### src/tofd_pkg.sv
// Shared constants, layouts and state types of the timer overflow frequency divider
`default_nettype none
package tofd_pkg;
	localparam logic [7:0] OFF_T0_CTRL = 8'h00;
	localparam logic [7:0] OFF_T0_COUNT = 8'h04;
	localparam logic [7:0] OFF_T1_CTRL = 8'h08;
	localparam logic [7:0] OFF_T1_COUNT = 8'h0C;
	localparam logic [7:0] OFF_CTRL_ZERO = 8'h10;
	localparam logic [7:0] OFF_CTRL_ONE = 8'h14;
	localparam logic [7:0] OFF_PORT_DATA = 8'h18;
	localparam logic [7:0] OFF_PORT_DIR = 8'h1C;
	localparam logic [7:0] OFF_INT_CTRL = 8'h20;
	localparam logic [7:0] OFF_POWER = 8'h24;
	localparam int TC_PSC_LSB = 0;
	localparam int TC_EDGE_BIT = 3;
	localparam int TC_RUN_BIT = 4;
	localparam int TC_SRC_BIT = 5;
	localparam int TC_MODE_LSB = 6;
	localparam int C0_PIN_EN_LSB = 0;
	localparam int C0_CLK_SEL_BIT = 2;
	localparam int INT_EN_LSB = 0;
	localparam int INT_FLAG_LSB = 4;
	localparam int PORT_PIN_LSB = 4;
	localparam logic [1:0] MODE_EVENT = 2'h1;
	localparam logic [1:0] MODE_PULSE = 2'h3;
	localparam logic [1:0] PIN_EN_NONE = 2'h0;
	localparam logic [1:0] PIN_EN_SINGLE = 2'h1;
	localparam logic [3:0] TB_TAP_0 = 4'hA;
	localparam logic [3:0] TB_TAP_1 = 4'hB;
	localparam logic [3:0] TB_TAP_2 = 4'hC;
	localparam logic [3:0] TB_TAP_3 = 4'hD;
	localparam logic [1:0] QUARTER_LAST = 2'h3;
	localparam logic [7:0] RST_T_CTRL = 8'h00;
	localparam logic [7:0] RST_COUNT = 8'h00;
	localparam logic [1:0] RST_PORT_DIR = 2'h3;
	localparam logic [7:0] COUNT_FULL = 8'hFF;

	typedef struct packed {
		logic [7:0] count;
		logic [7:0] preload;
		logic [7:0] psc_cnt;
		logic pin_prev;
		logic started;
		logic ovf;
		logic done;
	} tofd_cnt_s;

	typedef struct packed {
		logic [7:0] t0_ctrl;
		logic [7:0] t1_ctrl;
		logic [2:0] ctrl_zero;
		logic [1:0] ctrl_one;
		logic [1:0] port_data;
		logic [1:0] port_dir;
		logic [2:0] int_en;
		logic [2:0] int_flag;
		logic power_down;
		logic toggle;
		logic [12:0] tb_cnt;
		logic [1:0] quarter;
		logic [1:0] pin_out;
		logic [1:0] pin_oe_n;
		logic [2:0] irq;
		logic wake;
		logic ack;
		logic [31:0] rdata;
	} tofd_main_s;

	// Ones in the low n bits; n of 13 wraps to all ones
	function automatic logic [12:0] tofd_low_mask(input logic [3:0] n);
		tofd_low_mask = (13'h0001 << n) - 13'h0001;
	endfunction
endpackage
`default_nettype wire

### src/tofd_counter.sv
// One 8-bit up counter with preload, prescaler, event and pulse capture modes
`timescale 1ns/1ps
`default_nettype none
module tofd_counter
(
	input wire logic clock,
	input wire logic resetn,
	input wire logic clk_en,
	input wire logic src_tick,
	input wire logic [2:0] psc_sel,
	input wire logic [1:0] mode,
	input wire logic edge_sel,
	input wire logic run,
	input wire logic hold,
	input wire logic preload_we,
	input wire logic [7:0] preload_data,
	input wire logic pin_in,
	output logic [7:0] count_out,
	output logic ovf_pulse,
	output logic capture_done
);
	import tofd_pkg::*;

	tofd_cnt_s r_reg;
	tofd_cnt_s r_next;
	logic tick;
	logic inc;
	logic event_edge;
	logic [7:0] psc_mask;
	logic [12:0] psc_wide;

	always_comb
	begin
		r_next = r_reg;
		r_next.ovf = 1'b0;
		r_next.done = 1'b0;
		r_next.pin_prev = pin_in;
		inc = 1'b0;
		psc_wide = tofd_low_mask({1'b0, psc_sel});
		psc_mask = psc_wide[7:0];
		if (src_tick)
			r_next.psc_cnt = r_reg.psc_cnt + 8'h01;
		// Pin is seen only on the timer's own tick in pulse mode; event mode sees it every cycle
		tick = src_tick && ((r_reg.psc_cnt & psc_mask) == psc_mask);
		event_edge = edge_sel ? (r_reg.pin_prev & ~pin_in) : (~r_reg.pin_prev & pin_in);
		// An access in progress stops counting; counts may be lost
		if (run && !hold)
		begin
			case (mode)
				MODE_PULSE:
				begin
					if (tick)
					begin
						if (pin_in == edge_sel)
						begin
							r_next.started = 1'b1;
							inc = 1'b1;
						end
						else if (r_reg.started)
						begin
							r_next.started = 1'b0;
							r_next.done = 1'b1;
						end
					end
				end
				MODE_EVENT:
					inc = event_edge;
				default:
					inc = tick;
			endcase
		end
		if (!run)
			r_next.started = 1'b0;
		if (inc)
		begin
			if (r_reg.count == COUNT_FULL)
			begin
				r_next.count = r_reg.preload;
				r_next.ovf = 1'b1;
			end
			else
				r_next.count = r_reg.count + 8'h01;
		end
		if (preload_we)
		begin
			r_next.preload = preload_data;
			if (!run)
				r_next.count = preload_data;
		end
	end

	always_ff @(posedge clock or negedge resetn)
	begin
		if (!resetn)
			r_reg <= '{count: RST_COUNT, preload: RST_COUNT, psc_cnt: 8'h00, default: 1'b0};
		else if (clk_en)
			r_reg <= r_next;
	end

	assign count_out = r_reg.count;
	assign ovf_pulse = r_reg.ovf;
	assign capture_done = r_reg.done;
endmodule
`default_nettype wire

### src/tofd_top.sv
// Timer pair, time base and overflow frequency divider with a Wishbone slave
`timescale 1ns/1ps
`default_nettype none
// Notes on behaviour
// - Divider clock is the overflow of counter 0 or 1, picked by select bit.
// - Each overflow of the chosen counter toggles the first divider output, and the second too in pair mode.
// - Counter counts up from preload, overflows when full, reloads and continues.
// - In pair mode the second output carries the inverse of the first while switched on.
// - Two-bit enable field: off, single output, or complementary pair.
// - Pin drives only when set as output; both inputs stops the divider.
// - Port data bit zero (dual) or one (single) switches the divider on.
// - With that data bit low every divider output is low.
// - In pulse mode external pin changes are seen only at the next timer tick; event mode sees them every clock.
// - Counter clock is inhibited while the count is read or preload written.
// - Overflow sets the counter flag; with enable set an interrupt is raised.
// - In power-down an overflow wakes the device whatever the enables.
// - No overflow wake-up if that counter flag was already set.
// - Counter runs while control bit 4 is set, stops when cleared.
// - Time base divides through 13 stages, ratio by two bits, timer-0 source.
// - Each time base time-out raises a time base request.
// - Control bits 7:6 pick mode; 11 is pulse width capture.
module tofd_top
#(
	parameter logic DUAL_OUTPUT = 1'b1
)
(
	input wire logic clock,
	input wire logic resetn,
	input wire logic clk_en,
	input wire logic wb_cyc_i,
	input wire logic wb_stb_i,
	input wire logic wb_we_i,
	input wire logic [7:0] wb_adr_i,
	input wire logic [3:0] wb_sel_i,
	input wire logic [31:0] wb_dat_i,
	output logic [31:0] wb_dat_o,
	output logic wb_ack_o,
	input wire logic [1:0] timer_input_pin,
	input wire logic [1:0] port_pin_in,
	output logic [1:0] freq_divider_out,
	output logic [1:0] freq_divider_oe_n,
	output logic timer0_irq,
	output logic timer1_irq,
	output logic timebase_irq,
	output logic wake_up
);
	import tofd_pkg::*;

	tofd_main_s r_reg;
	tofd_main_s r_next;
	logic req;
	logic wr;
	logic [7:0] wbyte;
	logic quarter_tick;
	logic [1:0] src_tick;
	logic [1:0] ovf;
	logic [1:0] done;
	logic [7:0] count0;
	logic [7:0] count1;
	logic [1:0] hold;
	logic [1:0] preload_we;
	logic [1:0] pin_enable;
	logic clock_select;
	logic on_bit;
	logic pin1_used;
	logic div_func;
	logic div_run;
	logic src_ovf;
	logic tb_tick;
	logic tb_timeout;
	logic [3:0] tb_tap;
	logic [12:0] tb_mask;
	logic [31:0] rd;

	assign req = wb_cyc_i && wb_stb_i && !r_reg.ack;
	assign wr = req && wb_we_i && wb_sel_i[0];
	assign wbyte = wb_dat_i[7:0];
	assign quarter_tick = (r_reg.quarter == QUARTER_LAST);
	assign src_tick[0] = r_reg.t0_ctrl[TC_SRC_BIT] ? quarter_tick : 1'b1;
	assign src_tick[1] = r_reg.t1_ctrl[TC_SRC_BIT] ? quarter_tick : 1'b1;
	// Held for the whole bus access, not just the acked cycle
	assign hold[0] = wb_cyc_i && wb_stb_i && (wb_adr_i == OFF_T0_COUNT);
	assign hold[1] = wb_cyc_i && wb_stb_i && (wb_adr_i == OFF_T1_COUNT);
	assign preload_we[0] = wr && (wb_adr_i == OFF_T0_COUNT);
	assign preload_we[1] = wr && (wb_adr_i == OFF_T1_COUNT);

	tofd_counter u_count0
	(
		.clock(clock),
		.resetn(resetn),
		.clk_en(clk_en),
		.src_tick(src_tick[0]),
		.psc_sel(r_reg.t0_ctrl[TC_PSC_LSB +: 3]),
		.mode(r_reg.t0_ctrl[TC_MODE_LSB +: 2]),
		.edge_sel(r_reg.t0_ctrl[TC_EDGE_BIT]),
		.run(r_reg.t0_ctrl[TC_RUN_BIT]),
		.hold(hold[0]),
		.preload_we(preload_we[0]),
		.preload_data(wbyte),
		.pin_in(timer_input_pin[0]),
		.count_out(count0),
		.ovf_pulse(ovf[0]),
		.capture_done(done[0])
	);

	tofd_counter u_count1
	(
		.clock(clock),
		.resetn(resetn),
		.clk_en(clk_en),
		.src_tick(src_tick[1]),
		.psc_sel(r_reg.t1_ctrl[TC_PSC_LSB +: 3]),
		.mode(r_reg.t1_ctrl[TC_MODE_LSB +: 2]),
		.edge_sel(r_reg.t1_ctrl[TC_EDGE_BIT]),
		.run(r_reg.t1_ctrl[TC_RUN_BIT]),
		.hold(hold[1]),
		.preload_we(preload_we[1]),
		.preload_data(wbyte),
		.pin_in(timer_input_pin[1]),
		.count_out(count1),
		.ovf_pulse(ovf[1]),
		.capture_done(done[1])
	);

	always_comb
	begin
		pin_enable = r_reg.ctrl_zero[C0_PIN_EN_LSB +: 2];
		clock_select = r_reg.ctrl_zero[C0_CLK_SEL_BIT];
		on_bit = DUAL_OUTPUT ? r_reg.port_data[0] : r_reg.port_data[1];
		div_func = (pin_enable != PIN_EN_NONE);
		pin1_used = div_func && DUAL_OUTPUT && (pin_enable != PIN_EN_SINGLE);
		// With no pin set as output the divider stands still
		div_run = div_func && (!r_reg.port_dir[0] || (pin1_used && !r_reg.port_dir[1]));
		src_ovf = clock_select ? ovf[1] : ovf[0];
		tb_tick = r_reg.t0_ctrl[TC_SRC_BIT] ? quarter_tick : 1'b1;
		case (r_reg.ctrl_one)
			2'h0: tb_tap = TB_TAP_0;
			2'h1: tb_tap = TB_TAP_1;
			2'h2: tb_tap = TB_TAP_2;
			default: tb_tap = TB_TAP_3;
		endcase
		tb_mask = tofd_low_mask(tb_tap);
		tb_timeout = tb_tick && ((r_reg.tb_cnt & tb_mask) == tb_mask);
		case (wb_adr_i)
			OFF_T0_CTRL: rd = {24'h0000_00, r_reg.t0_ctrl};
			OFF_T0_COUNT: rd = {24'h0000_00, count0};
			OFF_T1_CTRL: rd = {24'h0000_00, r_reg.t1_ctrl};
			OFF_T1_COUNT: rd = {24'h0000_00, count1};
			OFF_CTRL_ZERO: rd = {29'h0000_0000, r_reg.ctrl_zero};
			OFF_CTRL_ONE: rd = {30'h0000_0000, r_reg.ctrl_one};
			OFF_PORT_DATA: rd = {26'h0000_000, port_pin_in, 2'h0, r_reg.port_data};
			OFF_PORT_DIR: rd = {30'h0000_0000, r_reg.port_dir};
			OFF_INT_CTRL: rd = {25'h0000_000, r_reg.int_flag, 1'b0, r_reg.int_en};
			OFF_POWER: rd = {31'h0000_0000, r_reg.power_down};
			default: rd = 32'h0000_0000;
		endcase
	end

	always_comb
	begin
		r_next = r_reg;
		r_next.ack = req;
		r_next.wake = 1'b0;
		r_next.quarter = r_reg.quarter + 2'h1;
		if (req)
			r_next.rdata = rd;
		if (wr)
		begin
			case (wb_adr_i)
				OFF_T0_CTRL: r_next.t0_ctrl = wbyte;
				OFF_T1_CTRL: r_next.t1_ctrl = wbyte;
				OFF_CTRL_ZERO: r_next.ctrl_zero = wbyte[2:0];
				OFF_CTRL_ONE: r_next.ctrl_one = wbyte[1:0];
				OFF_PORT_DATA: r_next.port_data = wbyte[1:0];
				OFF_PORT_DIR: r_next.port_dir = wbyte[1:0];
				OFF_INT_CTRL:
				begin
					r_next.int_en = wbyte[INT_EN_LSB +: 3];
					r_next.int_flag = wbyte[INT_FLAG_LSB +: 3];
				end
				OFF_POWER: r_next.power_down = wbyte[0];
				default: r_next.power_down = r_reg.power_down;
			endcase
		end
		// Capture end clears the run bit unless software writes it in the same cycle
		if (done[0] && !(wr && wb_adr_i == OFF_T0_CTRL))
			r_next.t0_ctrl[TC_RUN_BIT] = 1'b0;
		if (done[1] && !(wr && wb_adr_i == OFF_T1_CTRL))
			r_next.t1_ctrl[TC_RUN_BIT] = 1'b0;
		// Hardware set wins over a clearing write
		r_next.int_flag = r_next.int_flag | {tb_timeout, ovf};
		if (tb_tick)
			r_next.tb_cnt = r_reg.tb_cnt + 13'h0001;
		// Old flag value decides, so a flag set before halt masks the wake
		if (r_reg.power_down && ((ovf[0] && !r_reg.int_flag[0]) || (ovf[1] && !r_reg.int_flag[1])))
		begin
			r_next.wake = 1'b1;
			r_next.power_down = 1'b0;
		end
		r_next.irq = r_reg.int_flag & r_reg.int_en;
		if (!div_func)
			r_next.toggle = 1'b0;
		else if (div_run && src_ovf)
			r_next.toggle = ~r_reg.toggle;
		r_next.pin_oe_n = r_reg.port_dir;
		r_next.pin_out[0] = div_func ? (r_reg.toggle && on_bit) : r_reg.port_data[0];
		r_next.pin_out[1] = pin1_used ? (!r_reg.toggle && on_bit) : r_reg.port_data[1];
	end

	always_ff @(posedge clock or negedge resetn)
	begin
		if (!resetn)
			r_reg <= '{t0_ctrl: RST_T_CTRL, t1_ctrl: RST_T_CTRL, port_dir: RST_PORT_DIR,
				pin_oe_n: RST_PORT_DIR, default: '0};
		else if (clk_en)
			r_reg <= r_next;
	end

	assign wb_dat_o = r_reg.rdata;
	assign wb_ack_o = r_reg.ack;
	assign freq_divider_out = r_reg.pin_out;
	assign freq_divider_oe_n = r_reg.pin_oe_n;
	assign timer0_irq = r_reg.irq[0];
	assign timer1_irq = r_reg.irq[1];
	assign timebase_irq = r_reg.irq[2];
	assign wake_up = r_reg.wake;
endmodule
`default_nettype wire

### config.mk
export PLATFORM = sky130hd
export DESIGN_NAME = tofd_top
export DESIGN_NICKNAME = d
export VERILOG_FILES = /design/src/tofd_pkg.sv /design/src/tofd_counter.sv /design/src/tofd_top.sv
export SDC_FILE = /design/constraint.sdc
export NUM_CORES = 1
export LEC_CHECK = 0
export ABC_CLOCK_PERIOD_IN_PS = 5200
export BUFFER_PORTS_ARGS = -buffer_cell sky130_fd_sc_hd__buf_2
export CAP_MARGIN = 20
export CORE_ASPECT_RATIO = 1.2
export CORE_MARGIN = 4
export CORE_UTILIZATION = 59
export DETAILED_ROUTE_END_ITERATION = 10
export PLACE_DENSITY = 0.82
export REMOVE_ABC_BUFFERS = 1
export SLEW_MARGIN = 20
export SYNTH_ARGS = -nofsm -noshare
export SYNTH_HDL_FRONTEND = slang
export SYNTH_SLANG_ARGS = --single-unit
### constraint.sdc
create_clock -name clock -period 5.2 [get_ports clock]
set_input_delay 0.52 -clock clock [delete_from_list [all_inputs] [get_ports clock]]
set_output_delay 0.52 -clock clock [all_outputs]
set_load 0.005 [all_outputs]
==> summary.md <==
| Metric | Value |
|---|---|
| Top-count cell post-synth | dfrtp_1 |
| Crit. End Element | flip-flop |
| WL/cell | between 20 and 25 microns |
| Total power | 0.00253 W |
| Hold Fails Final Rpt | 14 |
| Violated checks | negative hold slack |
| CP Cell Sequence | buf_2, or4_1, o41ai_1, a31oi_1, nand3_1, nand2_1, o221a_2 |
| Period Utilization, post-route | 50.2% |
| P&R area growth vs syn | 11.2% |
| Postcts setup bufs | 0 |
| Seq. cell area | 2980 sq um |
| Setup TNS | 0 ps |
| Top Family by Delay on Critical Path | simple AND/OR/NAND/NOR gates |
| Post-Synthesis Cells | about 650 |
| Clock skew | 7.80 ps |
| Worst hold slack | -6.89 ps |
| First-pass GRT wire length | around 27000 microns |
| Power Density | ~350 nW/um^2 |
| Worst Tran Pin Value | 793 ps |
| DP Wirelength | 11700 microns |
| Startpoint Class | primary input |
| Max VDD drop | 0.288 mV |
| Syn Area/Cell | 10.1 sq um |
| Number of CTS-inserted buffers | 17 |
| Final WL | 16700 microns |
| Final core utilization | 68.0% |
| Reg-to-reg critical path startpoint | r_reg[41] |
| Reg2Reg Depth | 7 |
| Critical path class | in2reg |
| Core area | 10700 sq um |
| Status | finished with violations |
| Sink Count | 119 |
| Antenna viol nets, final | 0 |
| Max cap viols | 0 |
| Drc violations | 0 |
| Critical path origin | wb_adr_i[5] |
| DR vias | 5345 |
| EDFF count, synth | 0 |
| Multi-input gate area | 3150 sq um |
| RSZ-0062 raised after global routing | false |
| I/O pin total | 95 |
| Crit path time final | 2610 ps |
| Synth area leaders | dfrtp_1 (44%), mux2_2 (8.6%), buf_4 (4.1%) |
| Ys flop type | dfrtp_1 |
| Post-Syn Area | ~6500 sq um |
| CTS tree | built |
| Detailed Route Iter0 Violations | 556 |
| Fmax | 383 MHz |
| Initial core utilization | 61.1% |
| Cts hold-fix bufs | 0 |
| Reg2reg end | u_count1.count_out[4] |
| HP Class | in2async |
| Final Slew Violations | 0 |
| Async set-or-reset flop fraction in the synthesized netlist | 100% |
| Yosys Warn Count | 0 |
| Crit-path slowest cell | or4_1 |
| Count of input and output buffers | 43 |
| TritonRoute pass-1 iters | 7 |
| Global placer's final weighted congestion | ~0.94 |
| Via density | 6.53 |
| WP buf/inv | 1 |
| Antenna cell count | 0 |
| CTS H-tree lvls | 4 |
| Initial antenna violation count | 0 |
| Crit path to | u_count1.count_out[3] |
| Layout Nets | 736 |
| Worst-path fanout max | 9 |
| Clock Path Buffers | 2 |
| Die span in x | 104 microns |
| Clk Latency, worst-skew pair | 420 ps |
| Worst EP arrival | 2910 ps |
| Max reg flops | 42 |
| Die area | 12800 sq um |
| Crit path depth | 7 |
| CP max stage delay | 690 ps |
| Sequential-to-total area share from yosys stat | 45.8% |
| Final setup vio count | 0 |
| Yosys reg bits | 119 |
| Count of different cell masters after synthesis | 70 |
| Commonest cells in the netlist | dfrtp_1 (115), nand2_1 (60), mux2_2 (50) |
| Slew margin rel. | between 40% and 50% |
| Remaining global-route overflow | 0 |
| Share of cells above drive strength 1 | 21.0% |
| Worst endpoint required time | roughly 5500 ps |
| Num rows | 41 |
| Die extent in y | 123 microns |
| Pin count of the biggest net entering global routing | 80 |
| Leading area contributor after synthesis | dfrtp_1 |
| PostCTS Resize Cnt | 0 |
| Post-synth top area share | 44.1% |
| Leakage power total | 3.27 nW |
| Vias in the first global route | 5445 |
| Fillers | around 800 |
| Root Buffer Master | clkbuf_16 |
| Tot GR Track Use | between 20 and 30% |
| Clk slew on worst S/H paths | roughly 60 ps |
| R2R setup slack | about 2600 ps |
## per-stage QoR
stage | cell area (sq um) | setup WS [ps] | hold WS, ps | cells
2_1_floorplan | 6230 | 2630 | 224 | 609
3_3_place_gp | 6640 | 2280 | 453 | 784
3_5_place_dp | 6640 | 2220 | 460 | 785
4_1_cts | 7220 | 2640 | 296 | 817
5_1_grt | 7250 | 2470 | 3.45 | 818
6_report | 7250 | 2590 | -6.89 | 818
## cells by family (layout without fill, tap and decap cells)
group	count (synthesis)	in the layout	share of synthesized area, %
AOI/OAI and AO/OA	136	136	14.9
xor gates and xnor gates	29	29	3.90
buffers and inverters	89	107	7.24
other	1	24	0.0575
adders and majority gates	6	6	1.15
and+or+nand+nor	202	202	15.5
muxes	66	66	11.5
DFF	119	119	45.8
## metal layers
| layer | part of all wire, % | track usage, % | vias to the layer above | wire, microns |
|---|---|---|---|---|
| li1 | - | - | 2365 | - |
| met1 | 37 | 32.5 | 2562 | 6230 |
| met2 | 48 | 44.8 | 329 | 8050 |
| met3 | 8.1 | 6.27 | 89 | 1360 |
| met4 | 6.2 | 19.0 | 0 | 1030 |
| met5 | 0 | 0 | - | 0 |
## report_power, final
part           internal [W]  total (W)  switching [W]
logic              0.000123   0.000272       0.000149
registers           0.00102    0.00112       0.000108
clock network      0.000681    0.00114       0.000459
total               0.00182    0.00253       0.000716
## placed cells by master, fill, tap and decap left out, types with 4 or more instances in the layout
master / n
inv_6: 5
nor4_1: 4
o21a_1: 5
or3_1: 6
buf_2: 42
nand2_1: 60
buf_4: 5
and2_1: 4
xnor2_1: 22
nor4b_1: 4
and3_1: 10
dfstp_2: 4
a22oi_1: 4
nand2b_1: 10
nor3_1: 15
nor2_1: 34
conb_1: 24
ha_1: 6
clkbuf_16: 17
o21ai_0: 32
o22ai_1: 5
a21o_1: 6
a31oi_1: 8
nand3_1: 28
a211oi_1: 6
mux2_2: 50
xor2_1: 7
inv_1: 27
mux2i_1: 14
nand4_1: 13
a222oi_1: 6
o211ai_1: 4
o31ai_1: 4
dfrtp_1: 115
clkinv_4: 4
a21oi_1: 12
## area by class of cell
cell class,count,area share (%)
Multi-Input combinational cell,463,43.5
Clock inverter,14,1.93
Clock buffer,18,6.06
Sequential cell,119,41.1
Timing Repair Buffer,48,3.80
Inverter,27,1.40
Tap cell,129,2.23
## worst min-delay path by stage
stage | startpoint | end | cells past startpoint
5_1_grt | resetn | u_count1.r_reg[10] | 1
3_3_place_gp | r_reg[50] | r_reg[50] | 1
4_1_cts | resetn | u_count1.r_reg[10] | 1
3_5_place_dp | r_reg[50] | r_reg[50] | 1
2_1_floorplan | resetn | clock_select | 0
6_report | resetn | u_count1.r_reg[10] | 1
Power figures use the tool's default switching activity.
